## src/hw/fcp_params.svh

```systemverilog
`ifndef FCP_PARAMS_SVH
`define FCP_PARAMS_SVH

// Clock and internally timed operations
`define FCP_CLK_PERIOD_NS    10
`define FCP_PROG_TIME_NS     12000
`define FCP_PROG_CYCLES      (`FCP_PROG_TIME_NS / `FCP_CLK_PERIOD_NS)
`define FCP_PROT_TIME_NS     1000
`define FCP_PROT_CYCLES      (`FCP_PROT_TIME_NS / `FCP_CLK_PERIOD_NS)
`define FCP_ERASE_TIME_MS    600
`define FCP_ERASE_CYCLES     (`FCP_ERASE_TIME_MS * 1000000 / `FCP_CLK_PERIOD_NS)
`define FCP_TIMER_W          26

// Command sequence addresses and codes
`define FCP_UNLOCK_ADDR_A    15'h5555
`define FCP_UNLOCK_ADDR_B    15'h2aaa
`define FCP_UNLOCK_DATA_A    8'haa
`define FCP_UNLOCK_DATA_B    8'h55
`define FCP_CMD_PROGRAM      8'ha0
`define FCP_CMD_ERASE_SETUP  8'h80
`define FCP_CMD_SECTOR_ERASE 8'h30
`define FCP_CMD_ID_ENTRY     8'h90
`define FCP_CMD_ID_EXIT      8'hf0

// Identification mode read addresses
`define FCP_ID_MFR_ADDR      19'h00000
`define FCP_ID_DEV_ADDR      19'h00001
`define FCP_ID_LOCK_ADDR     19'h7fff2

// Sector layout and status bit positions
`define FCP_BOOT_SECTOR      3'h7
`define FCP_SECTOR_MSB       18
`define FCP_SECTOR_LSB       16
`define FCP_POLL_POS         7
`define FCP_TOGGLE_POS       6
`define FCP_TIMEOUT_POS      5
`define FCP_PROT_SENSE_POS   3
`define FCP_BOOT_SENSE_POS   2

`endif

```

## src/hw/fcp_pkg.sv

```systemverilog
package fcp_pkg;

   // Command sequencer states
   typedef enum logic [3:0] {
      ST_IDLE,
      ST_UNLK1,
      ST_UNLK2,
      ST_ERS_UNLK0,
      ST_ERS_UNLK1,
      ST_ERS_CMD,
      ST_PROG_DATA,
      ST_BUSY_PROG,
      ST_BUSY_ERASE,
      ST_BUSY_PROT,
      ST_FAIL
   } fcp_state_t;

   // Programmer mode pin group
   typedef struct packed {
      logic        row_col_sel;
      logic [10:0] addr;
      logic [7:0]  dq;
      logic        oe_n;
      logic        we_n;
   } fcp_pgm_pins_t;

   // Request to the storage array
   typedef struct packed {
      logic [18:0] addr;
      logic [7:0]  wdata;
      logic        prog;
      logic        erase;
   } fcp_array_req_t;

endpackage : fcp_pkg

```

## src/hw/fcp_flash_ctrl.sv

```systemverilog
`timescale 1ns/100ps
`include "fcp_params.svh"
// Overview of operation
// - Select pin high gives programmer mode; low or open gives hub mode.
// - Row phase gives A[18:11], column phase gives A[10:0].
// - Output enable low reads, write strobe low writes; data bus off otherwise.
// - Hub mode picks read or write from start nibble bits 0 and 1.
// - Reset low halts everything and releases every output.
// - After reset the device resumes read or standby from control pins.
// - Boot lock strap low at power-on blocks boot block program and erase.
// - Write-protect strap low at power-on blocks all other sectors.
// - Identification read of 7FFF2 shows inverted lock straps on bits 2, 3.
// - Three-byte or single-byte exit command leaves identification mode.
// - Sector erase needs six writes: unlock, unlock, setup, unlock, unlock, erase.
// - Sector address latched on select rise; 30H latched on strobe rise.
// - Erase needs no preprogramming, spares other sectors, times itself.
// - Erase starts at last strobe rise; ends with poll bit 1, read mode.
// - Byte programming only clears bits; only erase sets them again.
// - Four-write sequence starts byte program right after the last write.
// - Internal timer ends program after about 12 us, back to read.
// - Data polling and toggle status show end of program or erase.
// - Array is eight 64K-byte sectors, each erasable alone.
// - Sector erase is internally timed at about 0.6 s.
// - Each read while busy inverts toggle bit; it stops when done.
// - Exceeded limit sets timeout bit until a hardware reset.
// - Ready/busy pin low while busy, released when ready.
module fcp_flash_ctrl
   import fcp_pkg::*;
#(
   parameter int ERASE_CYCLES = `FCP_ERASE_CYCLES,
   parameter logic [7:0] MFR_CODE = 8'h11,  // Arbitrary value
   parameter logic [7:0] DEV_CODE = 8'h22   // Arbitrary value
) (
   input  wire logic           core_clk_in,
   input  wire logic           sys_rst_in,
   input  wire logic           reset_n_in,
   input  wire logic           interface_select_pin_in,
   input  wire logic           top_boot_lock_n_in,
   input  wire logic           write_protect_n_in,
   input  wire fcp_pgm_pins_t  pgm_pins_in,
   input  wire logic           hub_cycle_start_in,
   input  wire logic [3:0]     hub_address_data_lanes_in,
   input  wire logic [7:0]     array_rdata_in,
   output logic [7:0]          dq_out,
   output logic                dq_oe_out,
   output logic                ready_busy_n_out,
   output logic                ready_busy_n_oe_out,
   output fcp_array_req_t      array_req_out,
   output logic                hub_read_out,
   output logic                hub_write_out,
   output logic                pgm_mode_out
);

   fcp_state_t        state_q;
   logic              straps_valid_q;
   logic              boot_locked_q;
   logic              wp_locked_q;
   logic              mode_pgm_q;
   logic [7:0]        row_q;
   logic [10:0]       col_q;
   logic [18:0]       tgt_addr_q;
   logic [7:0]        tgt_data_q;
   logic              id_mode_q;
   logic              toggle_q;
   logic              timeout_q;
   logic              op_erase_q;
   logic              rc_prev_q;
   logic              we_prev_q;
   logic              oe_prev_q;
   logic              tmr_load;
   logic [`FCP_TIMER_W-1:0] tmr_val;
   logic              tmr_done;
   logic              halt;
   logic              pgm_active;
   logic              wr_stb;
   logic              rd_stb;
   logic              busy;
   logic [18:0]       wr_addr;
   logic [7:0]        wr_data;
   logic              unlock_a;
   logic              unlock_b;
   logic              sect_prot;
   logic [7:0]        status_byte;
   logic [18:0]       rd_addr;

   // Device reset halts all activity
   assign halt = ~reset_n_in;

   // Programmer logic acts only in programmer mode
   assign pgm_active = mode_pgm_q & ~halt;

   // Write taken on strobe rise, inhibited while output enable low
   assign wr_stb = pgm_active & pgm_pins_in.we_n & ~we_prev_q & pgm_pins_in.oe_n;
   assign rd_stb = pgm_active & ~pgm_pins_in.oe_n & oe_prev_q;

   assign busy = (state_q == ST_BUSY_PROG) || (state_q == ST_BUSY_ERASE) ||
                 (state_q == ST_BUSY_PROT);

   // Full internal address from row and column phases
   assign wr_addr  = {row_q, col_q};
   assign rd_addr  = {row_q, pgm_pins_in.addr};
   assign wr_data  = pgm_pins_in.dq;
   assign unlock_a = (wr_addr[14:0] == `FCP_UNLOCK_ADDR_A) && (wr_data == `FCP_UNLOCK_DATA_A);
   assign unlock_b = (wr_addr[14:0] == `FCP_UNLOCK_ADDR_B) && (wr_data == `FCP_UNLOCK_DATA_B);

   // Hardware lock by sector
   always_comb begin
      if (wr_addr[`FCP_SECTOR_MSB:`FCP_SECTOR_LSB] == `FCP_BOOT_SECTOR) begin
         sect_prot = boot_locked_q;
      end else begin
         sect_prot = wp_locked_q;
      end
   end

   // Status byte returned while an operation runs
   always_comb begin
      status_byte = 8'h00;
      status_byte[`FCP_POLL_POS]    = op_erase_q ? 1'b0 : ~tgt_data_q[7];
      status_byte[`FCP_TOGGLE_POS]  = toggle_q;
      status_byte[`FCP_TIMEOUT_POS] = timeout_q;
   end

   // Straps caught once after power-on, mode also at reset release
   always_ff @(posedge core_clk_in) begin
      if (sys_rst_in) begin
         straps_valid_q <= 1'b0;
         boot_locked_q  <= 1'b0;
         wp_locked_q    <= 1'b0;
         mode_pgm_q     <= 1'b0;
      end else begin
         if (!straps_valid_q) begin
            straps_valid_q <= 1'b1;
            boot_locked_q  <= ~top_boot_lock_n_in;
            wp_locked_q    <= ~write_protect_n_in;
         end
         if (!straps_valid_q || halt) begin
            mode_pgm_q <= interface_select_pin_in;
         end
      end
   end

   // Strobe history for edge detection
   always_ff @(posedge core_clk_in) begin
      if (sys_rst_in) begin
         rc_prev_q <= 1'b0;
         we_prev_q <= 1'b1;
         oe_prev_q <= 1'b1;
      end else begin
         rc_prev_q <= pgm_pins_in.row_col_sel;
         we_prev_q <= pgm_pins_in.we_n;
         oe_prev_q <= pgm_pins_in.oe_n;
      end
   end

   // Row latched on select rise, column on strobe fall
   always_ff @(posedge core_clk_in) begin
      if (sys_rst_in || halt) begin
         row_q <= 8'h00;
         col_q <= 11'h000;
      end else if (pgm_active) begin
         if (pgm_pins_in.row_col_sel && !rc_prev_q) begin
            row_q <= pgm_pins_in.addr[7:0];
         end
         if (!pgm_pins_in.we_n && we_prev_q) begin
            col_q <= pgm_pins_in.addr;
         end
      end
   end

   // Command sequencer
   always_ff @(posedge core_clk_in) begin
      if (sys_rst_in || halt) begin
         state_q    <= ST_IDLE;
         id_mode_q  <= 1'b0;
         tgt_addr_q <= 19'h00000;
         tgt_data_q <= 8'h00;
         op_erase_q <= 1'b0;
      end else begin
         case (state_q)
            ST_IDLE, ST_UNLK1, ST_UNLK2, ST_ERS_UNLK0, ST_ERS_UNLK1, ST_ERS_CMD,
            ST_PROG_DATA: begin
               if (wr_stb) begin
                  if (state_q == ST_PROG_DATA) begin
                     tgt_addr_q <= wr_addr;
                     tgt_data_q <= wr_data;
                     op_erase_q <= 1'b0;
                     state_q    <= sect_prot ? ST_BUSY_PROT : ST_BUSY_PROG;
                  end else if (wr_data == `FCP_CMD_ID_EXIT) begin
                     id_mode_q <= 1'b0;
                     state_q   <= ST_IDLE;
                  end else if (state_q == ST_IDLE) begin
                     state_q <= unlock_a ? ST_UNLK1 : ST_IDLE;
                  end else if (state_q == ST_UNLK1) begin
                     state_q <= unlock_b ? ST_UNLK2 : ST_IDLE;
                  end else if (state_q == ST_UNLK2) begin
                     if (wr_addr[14:0] != `FCP_UNLOCK_ADDR_A) begin
                        state_q <= ST_IDLE;
                     end else if (wr_data == `FCP_CMD_PROGRAM) begin
                        state_q <= ST_PROG_DATA;
                     end else if (wr_data == `FCP_CMD_ERASE_SETUP) begin
                        state_q <= ST_ERS_UNLK0;
                     end else if (wr_data == `FCP_CMD_ID_ENTRY) begin
                        id_mode_q <= 1'b1;
                        state_q   <= ST_IDLE;
                     end else begin
                        state_q <= ST_IDLE;
                     end
                  end else if (state_q == ST_ERS_UNLK0) begin
                     state_q <= unlock_a ? ST_ERS_UNLK1 : ST_IDLE;
                  end else if (state_q == ST_ERS_UNLK1) begin
                     state_q <= unlock_b ? ST_ERS_CMD : ST_IDLE;
                  end else if (wr_data == `FCP_CMD_SECTOR_ERASE) begin
                     tgt_addr_q <= wr_addr;
                     tgt_data_q <= 8'hff;
                     op_erase_q <= 1'b1;
                     state_q    <= sect_prot ? ST_BUSY_PROT : ST_BUSY_ERASE;
                  end else begin
                     state_q <= ST_IDLE;
                  end
               end
            end
            ST_BUSY_PROG: begin
               if (tmr_done) begin
                  // Programming a 1 over a stored 0 cannot succeed
                  if (|(tgt_data_q & ~array_rdata_in)) begin
                     state_q <= ST_FAIL;
                  end else begin
                     state_q <= ST_IDLE;
                  end
               end
            end
            ST_BUSY_ERASE, ST_BUSY_PROT: begin
               if (tmr_done) begin
                  state_q <= ST_IDLE;
               end
            end
            ST_FAIL: begin
               state_q <= ST_FAIL;
            end
            default: begin
               state_q <= ST_IDLE;
            end
         endcase
      end
   end

   // Timer load on entry to each timed state
   always_comb begin
      tmr_load = 1'b0;
      tmr_val  = '0;
      if (wr_stb && (state_q == ST_PROG_DATA || state_q == ST_ERS_CMD)) begin
         if (sect_prot && (state_q == ST_PROG_DATA || wr_data == `FCP_CMD_SECTOR_ERASE)) begin
            tmr_load = 1'b1;
            tmr_val  = `FCP_TIMER_W'(`FCP_PROT_CYCLES);
         end else if (state_q == ST_PROG_DATA) begin
            tmr_load = 1'b1;
            tmr_val  = `FCP_TIMER_W'(`FCP_PROG_CYCLES);
         end else if (wr_data == `FCP_CMD_SECTOR_ERASE) begin
            tmr_load = 1'b1;
            tmr_val  = `FCP_TIMER_W'(ERASE_CYCLES);
         end
      end
   end

   fcp_op_timer #(
      .W           (`FCP_TIMER_W)
   ) u_timer (
      .core_clk_in (core_clk_in),
      .sys_rst_in  (sys_rst_in),
      .load_in     (tmr_load),
      .load_val_in (tmr_val),
      .abort_in    (halt),
      .busy_out    (),
      .done_out    (tmr_done)
   );

   // Toggle and timeout status
   always_ff @(posedge core_clk_in) begin
      if (sys_rst_in || halt) begin
         toggle_q  <= 1'b0;
         timeout_q <= 1'b0;
      end else begin
         if (rd_stb && (busy || state_q == ST_FAIL)) begin
            toggle_q <= ~toggle_q;
         end
         if (state_q == ST_BUSY_PROG && tmr_done && |(tgt_data_q & ~array_rdata_in)) begin
            timeout_q <= 1'b1;
         end
      end
   end

   // Array requests: program clears bits only, erase whole sector
   always_ff @(posedge core_clk_in) begin
      if (sys_rst_in || halt) begin
         array_req_out <= '0;
      end else begin
         array_req_out.addr  <= (busy || state_q == ST_FAIL) ? tgt_addr_q : rd_addr;
         array_req_out.wdata <= tgt_data_q & array_rdata_in;
         array_req_out.prog  <= (state_q == ST_BUSY_PROG) && tmr_done &&
                                !(|(tgt_data_q & ~array_rdata_in));
         array_req_out.erase <= (state_q == ST_BUSY_ERASE) && tmr_done;
      end
   end

   // Read data and data bus enable
   always_ff @(posedge core_clk_in) begin
      if (sys_rst_in || halt) begin
         dq_out    <= 8'h00;
         dq_oe_out <= 1'b0;
      end else begin
         dq_oe_out <= pgm_active & ~pgm_pins_in.oe_n & pgm_pins_in.we_n;
         if (busy || state_q == ST_FAIL) begin
            dq_out <= status_byte;
         end else if (id_mode_q && rd_addr == `FCP_ID_LOCK_ADDR) begin
            dq_out <= 8'h00;
            dq_out[`FCP_BOOT_SENSE_POS] <= boot_locked_q;
            dq_out[`FCP_PROT_SENSE_POS] <= wp_locked_q;
         end else if (id_mode_q && rd_addr == `FCP_ID_MFR_ADDR) begin
            dq_out <= MFR_CODE;
         end else if (id_mode_q && rd_addr == `FCP_ID_DEV_ADDR) begin
            dq_out <= DEV_CODE;
         end else begin
            dq_out <= array_rdata_in;
         end
      end
   end

   // Open-drain ready/busy driven low only while busy
   always_ff @(posedge core_clk_in) begin
      if (sys_rst_in || halt) begin
         ready_busy_n_out    <= 1'b1;
         ready_busy_n_oe_out <= 1'b0;
      end else begin
         ready_busy_n_out    <= 1'b0;
         ready_busy_n_oe_out <= mode_pgm_q & busy;
      end
   end

   // Hub start nibble decode
   always_ff @(posedge core_clk_in) begin
      if (sys_rst_in || halt) begin
         hub_read_out  <= 1'b0;
         hub_write_out <= 1'b0;
         pgm_mode_out  <= 1'b0;
      end else begin
         pgm_mode_out  <= mode_pgm_q;
         hub_read_out  <= !mode_pgm_q && hub_cycle_start_in &&
                          hub_address_data_lanes_in[0] && !hub_address_data_lanes_in[1];
         hub_write_out <= !mode_pgm_q && hub_cycle_start_in &&
                          hub_address_data_lanes_in[1] && !hub_address_data_lanes_in[0];
      end
   end

endmodule : fcp_flash_ctrl

```

## src/hw/fcp_op_timer.sv

```systemverilog
`timescale 1ns/100ps
module fcp_op_timer
   import fcp_pkg::*;
#(
   parameter int W = 26
) (
   input  wire logic         core_clk_in,
   input  wire logic         sys_rst_in,
   input  wire logic         load_in,
   input  wire logic [W-1:0] load_val_in,
   input  wire logic         abort_in,
   output logic              busy_out,
   output logic              done_out
);

   logic [W-1:0] count_q;

   // Down counter, done pulses on the last count
   always_ff @(posedge core_clk_in) begin
      if (sys_rst_in || abort_in) begin
         count_q  <= '0;
         busy_out <= 1'b0;
         done_out <= 1'b0;
      end else if (load_in) begin
         count_q  <= load_val_in;
         busy_out <= 1'b1;
         done_out <= 1'b0;
      end else if (busy_out) begin
         count_q  <= count_q - W'(1);
         done_out <= (count_q == W'(1));
         busy_out <= (count_q != W'(1));
      end else begin
         done_out <= 1'b0;
      end
   end

endmodule : fcp_op_timer

```

## config.mk

```make
export PLATFORM = sky130hd
export DESIGN_NAME = fcp_flash_ctrl
export DESIGN_NICKNAME = d
export VERILOG_FILES = /design/src/hw/fcp_pkg.sv /design/src/hw/fcp_flash_ctrl.sv /design/src/hw/fcp_op_timer.sv
export VERILOG_INCLUDE_DIRS = /design/src /design/src/hw
export SDC_FILE = /design/constraint.sdc
export NUM_CORES = 1
export LEC_CHECK = 0
export BUFFER_PORTS_ARGS = -buffer_cell sky130_fd_sc_hd__buf_2
export CAP_MARGIN = 20
export CORE_ASPECT_RATIO = 0.75
export CORE_MARGIN = 10
export CORE_UTILIZATION = 57
export DETAILED_ROUTE_END_ITERATION = 6
export PLACE_DENSITY_LB_ADDON = 0.12
export SLEW_MARGIN = 10
export SYNTH_ARGS = -nofsm -noshare
export SYNTH_HDL_FRONTEND = slang
export SYNTH_SLANG_ARGS = --single-unit
```

## constraint.sdc

```tcl
create_clock -name core_clk_in -period 2.9 [get_ports core_clk_in]
set_input_delay 0.29 -clock core_clk_in [delete_from_list [all_inputs] [get_ports core_clk_in]]
set_output_delay 0.29 -clock core_clk_in [all_outputs]
set_load 0.01 [all_outputs]
```

==> run metrics, run 1 <==
Max Fclk=0.4213 GHz; Hold/Removal Path Class=in2reg; endpoints failing setup=0; Remaining Overflow, GRT=0; CP Capture Type=flop; top_reg_cell synth=dfxtp_1; pwr/cell area=597.0 mW/mm^2; gpl congestion=0.9478; routed vias/inst=5.998; largest net degree at the start of global routing=83; most common cell after layout, fill and taps aside=nand2_1; fin crit share=0.8186; CP Max Fanout=13; drt wl/cell=18.35 um; P&R area growth vs syn=19.88%; delay of the slowest critical-path stage=0.61 ns; Fin. Hold Viols=0; routed wire length=17010 um; Worst Path Buf+Inv=1; Yosys reg bits=132; Rel. slew slack=0.4298; Detailed Route Iter0 Violations=612; antenna violations before repair=0; Post-Layout Cell Count=927; core area=0.009697 mm^2; simple-gate area share of the yosys netlist=0.2911; Setup Fix Bufs, Post-CTS=0; die width=135.4 um; GR Util met3=0.05786; VDD IR max=0.4721 mV; vias in the first global route=5218; share of layout cells above drive strength 1=0.1925; Inst Count DP=896; Avg Cell Area, Syn=8.106 um^2; Critical-path top delay cell=or4_4; main combinational cell family by area after synthesis=simple AND/OR/NAND/NOR gates; Final nets=826; Yosys top cell area share=0.4644; worst skew pair latency=0.41 ns; # rows=31; Routed Antenna Nets=0; setup TNS=0 ns; Top Ports=84; Final Critical Period=2.374 ns; met2 usage in global routing=0.3340; run status=finished clean; library cells used by synthesis=64; leakage power=2.639 nW; die area=0.01442 mm^2; met1 Resource Use GR=0.3349; HPWL after detailed placement=12140 um; Clock transition at path regs=0.06 ns; ranking of synthesized cells by area=dfxtp_1 (46%), nand2_1 (9.6%), a21oi_1 (7.7%), nor2_1 (3.0%), a211oi_1 (2.2%); Slew @ Worst Pin=0.8553 ns; GR peak layer=met1; Starting Density=0.5868; Startpoint Class=flop; CP cell instances=nor2b_1, nand4_1, buf_4, or4_4, o21ai_0, a21oi_1, a211oi_1; DRC=0; antenna fix cells=0; commonest non-fill, non-tap cells in the layout=nand2_1 (146), dfxtp_1 (132), a21oi_1 (87); TritonRoute pass-1 iters=5; total of max-cap violations=0; cell family with most CP delay=simple AND/OR/NAND/NOR gates; Post-synth EDFFs=0; overall global routing resource usage=0.2320; RSZ-0062 raised after global routing=no; CTS tree=yes; syn nets=745; routed vias=5560; xor-xnor portion of the synthesized cell area=0.02309; Yosys warning total=0; first-pass GRT wire length=27170 um; post-synthesis sequential area ratio=0.4644; CTS resizes=0; Final Max Slew Viols=0; CTS buffer count=17; Synth Cell Area=0.005690 mm^2; Worst EP arrival=2.69 ns; area share of fa/ha/maj cells after synthesis=0.004398; clock root buffer=clkbuf_16; Sink Count=132; H-tree depth=4; compound-cell area share of the yosys netlist=0.1689; area leader, netlist=dfxtp_1; clock skew=0.006025 ns; CTS Hold Buffers Added=0; IO buf count=81; Clock Tree Buf Depth=2; die height=106.5 um; WP data required=3.22 ns; synthesized instance count=702; Crit Path Category=reg2reg; Post-synth ARST share=0; fraction of synthesized area in multiplexers=0.007256
[synth_stat cells (all sizes together), types with 2 or more instances]
master,n
or2,5
nor2,45
nor4bb,2
buf,6
ha,2
nor2b,8
nor4,18
and2,2
a31oi,6
xnor2,7
nor3,21
a21o,4
mux2i,3
or3,5
nor4b,3
a21oi,90
o31ai,2
o22ai,4
nor3b,7
nand3,13
or4,9
xor2,8
nand4,12
a211oi,18
nand3b,5
a22o,2
clkbuf,34
a32o,2
nand4b,5
and4b,2
dfxtp,132
and3,12
nand2b,5
inv,17
o21ai,22
nand2,148
[metrics by stage]
stage / utilization / setup WS [ns] / area [um^2] / hold slack (ns) / power (mW)
finish: 0.7035 / 0.5261 / 6822 / 0.05654 / 4.073
global route: 0.7035 / 0.3183 / 6822 / 0.05666 / 4.184
CTS: 0.7035 / 0.5651 / 6822 / 0.04556 / 4.090
detailed placement: 0.6445 / 0.4301 / 6250 / 0.4486 / 2.034
global placement: 0.6445 / 0.4812 / 6250 / 0.4420 / 2.031
floorplan: - / 0.7638 / 5690 / 0.3658 / 1.950
[flip-flops by register name, indices dropped and copies added, names as in the netlist, 4 cells and up]
name             cells
array_req_out       29
u_timer.count_q     26
tgt_addr_q          19
col_q               11
dq_out               8
row_q                8
tgt_data_q           8
state_q              4
[area by class of cell]
type	count	area, um^2
multi-input cells	513	2815
inverters	17	63.81
well taps	132	165.2
clock buffers	18	439.2
clock inverters	13	132.6
flip-flops and latches	132	2643
repair buffers	102	563.0
fillers	797	2875
[worst register-to-register path: stages (launching register included)]
cell and delay, ns:
dfxtp_1 0.39, nor2b_1 0.36, nand4_1 0.22, buf_4 0.23, or4_4 0.61, o21ai_0 0.15, a21oi_1 0.11, a211oi_1 0.21
[where the power goes]
group	internal (mW)	leakage [nW]	switching (mW)	total [mW]
registers	1.83	1.07	0.0120	1.85
logic	0.0517	1.30	0.101	0.153
clock network	1.28	0.274	0.796	2.07
[worst paths after layout]
kind	from	to	slack [ns]	depth (start not counted)
max	state_q[3]	u_timer.count_q[20]	0.53	7
min	hub_address_data_lanes_in[1]	hub_read_out	0.06	2
max reg2reg	state_q[3]	u_timer.count_q[20]	0.53	7
min reg2reg	tgt_addr_q[1]	tgt_addr_q[1]	0.45	2
[metal layers]
layer	vias to the layer above	share of wire
met5	-	0
met4	0	0.0093
met3	14	0.11
met2	290	0.42
met1	2616	0.46
li1	2640	-
[cells by family (layout without fill, tap and decap cells)]
group | Yosys count | after routing
AOI/OAI and AO/OA | 162 | 162
adders and majority gates | 2 | 2
DFF | 132 | 132
buffers and inverters | 57 | 150
and+or+nand+nor | 330 | 330
xor gates and xnor gates | 15 | 15
muxes | 4 | 4
No activity file was read; power rests on OpenSTA's default activity.
==> inputs of run 2 (changes only) <==
clock period = 2.2 ns   (was 2.9 ns; I/O delays follow)
==> run 2 against run 1 <==
Wire length increased by 7.7%. Setup slack got worse by 0.44 ns. Die area unchanged. Sequential cell count unchanged. Hold slack got worse by 0.012 ns. Cell count increased by 3.3%. Sequential share of layout area decreased by 1.9 points.
==> run metrics, run 2 (synthesis results as in run 1) <==
Clock transition at path regs=0.06 ns; die area=0.01442 mm^2; HPWL after detailed placement=12760 um; clock power share=0.536; final worst slack=0.08703 ns; Final nets=856; Cell Int Power=4.472 mW; Final Critical Period=2.113 ns; Rel. slew slack=0.5977; worst skew pair latency=0.42 ns; switch share=0.2185; Final Max Slew Viols=0; Critical-path top delay cell=or4_4; delay of the slowest critical-path stage=0.67 ns; leakage power=2.846 nW; run status=finished clean; gpl congestion=0.9985; Detailed Route Iter0 Violations=702; worst reg2reg path endpoint=u_timer.count_q[20]; first-pass GRT wire length=28830 um; combinational power share=0.039; routed vias/inst=6.076; P&R area growth vs syn=26.08%; die width=135.4 um; RSZ-0062 raised after global routing=no; Fin. Hold Viols=0; Worst EP arrival=2.43 ns; die height=106.5 um; cell family with most CP delay=simple AND/OR/NAND/NOR gates; critical path depth in cells=6; Startpoint Class=flop; Routed Antenna Nets=0; overall global routing resource usage=0.2493; setup TNS=0 ns; sequential power share=0.425; routed wire length=18320 um; Final Core Density=0.7399; # rows=31; CP Max Fanout=13; core area=0.009697 mm^2; Largest register FFs=29; R2R Setup Slk=0.09 ns; endpoints failing setup=0; vias in the first global route=5462; routed vias=5821; clock skew=0.009201 ns; pwr/cell area=797.6 mW/mm^2; Largest regs=array_req_out (29), u_timer.count_q (26), tgt_addr_q (19); total of max-cap violations=0; Top Ports=84; WP data required=2.52 ns; antenna violations before repair=0; clock root buffer=clkbuf_16; Setup Fix Bufs, Post-CTS=0; VDD IR max=0.5520 mV; antenna fix cells=0; drt wl/cell=19.12 um; Placement Setup Slack=-0.03335 ns; Clock Tree Buf Depth=2; CTS buffer count=17; share of layout cells above drive strength 1=0.2264; Starting Density=0.5868; CP Launch Point=row_q[5]; Sink Count=132; CP Capture Type=flop; Crit Path Category=reg2reg; fill cell count=732; IO buf count=81; most common cell after layout, fill and taps aside=nand2_1; FF-to-FF path depth=6; Max Fclk=0.4733 GHz; Inst Count DP=924; CP cell instances=nand3_1, mux2_2, or4_4, o21ai_0, a21oi_1, a211oi_1; Non-Filler Cell Area, Final=0.007174 mm^2; Critical Path End=u_timer.count_q[20]; TritonRoute pass-1 iters=5; H-tree depth=4; Hold/Removal Path Class=in2reg; Largest Register=array_req_out; reg2reg start=row_q[5]; switching power=1.251 mW; DRC=0; Remaining Overflow, GRT=0; Slew @ Worst Pin=0.5985 ns; fin crit share=0.9604; commonest non-fill, non-tap cells in the layout=nand2_1 (146), dfxtp_1 (132), a21oi_1 (87); Post-Layout Cell Count=958; Worst Path Buf+Inv=0; CTS tree=yes; largest net degree at the start of global routing=45; dpl cell area=0.006485 mm^2
-- run 2: final cells by class --
cell class / instances / area, um^2 / area share
Clock buffer: 19 / 452.9 / 0.06313
Clock inverter: 13 / 196.4 / 0.02738
Inverter: 17 / 63.81 / 0.008894
Multi-Input combinational cell: 513 / 2835 / 0.3952
Sequential cell: 132 / 2643 / 0.3683
Tap cell: 132 / 165.2 / 0.02302
Timing Repair Buffer: 132 / 818.3 / 0.1141
-- run 2: repair_timing --
item,in CTS,in global routing
hold endpoints to repair,2,0
endpoints found under the setup margin,0,9
resized for setup,0,5
hold buffers,2,0
-- run 2: how the worst min path moves through the flow --
stage                                      start       endpoint  slack (ns)  cells after the start
finish                   interface_select_pin_in     mode_pgm_q        0.04                      3
global route             interface_select_pin_in     mode_pgm_q        0.07                      3
CTS                      interface_select_pin_in     mode_pgm_q        0.04                      3
detailed placement  hub_address_data_lanes_in[0]  hub_write_out        0.40                      2
global placement    hub_address_data_lanes_in[0]  hub_write_out        0.39                      2
floorplan           hub_address_data_lanes_in[0]  hub_write_out        0.30                      1
-- run 2: power groups by stage --
| stage | Clock (mW) | Combinational, mW | Sequential (mW) |
|---|---|---|---|
| after global placement | 0 | 0.210 | 2.48 |
| after detailed placement | 0 | 0.214 | 2.48 |
| after floorplan | 0 | 0.0821 | 2.49 |
| after global routing | 3.20 | 0.243 | 2.43 |
| after CTS | 3.09 | 0.219 | 2.43 |
| final | 3.07 | 0.225 | 2.43 |
-- run 2: worst min-delay path, stage by stage --
cell and delay, ns:
buf_2 0.09, nand2_1 0.05, a21oi_1 0.05
-- run 2: layer usage --
layer | track usage | vias to the layer above | part of all wire
met4 | 0.08512 | 0 | 0.016
met5 | 0 | - | 0
met2 | 0.3410 | 343 | 0.41
li1 | - | 2704 | -
met3 | 0.07714 | 36 | 0.11
met1 | 0.3588 | 2738 | 0.46
-- run 2: metrics by stage --
stage,total power [mW],hold WS [ns]
floorplan,2.570,0.2958
global route,5.871,0.06743
finish,5.723,0.04454
detailed placement,2.696,0.4033
CTS,5.735,0.03946
global placement,2.690,0.3917
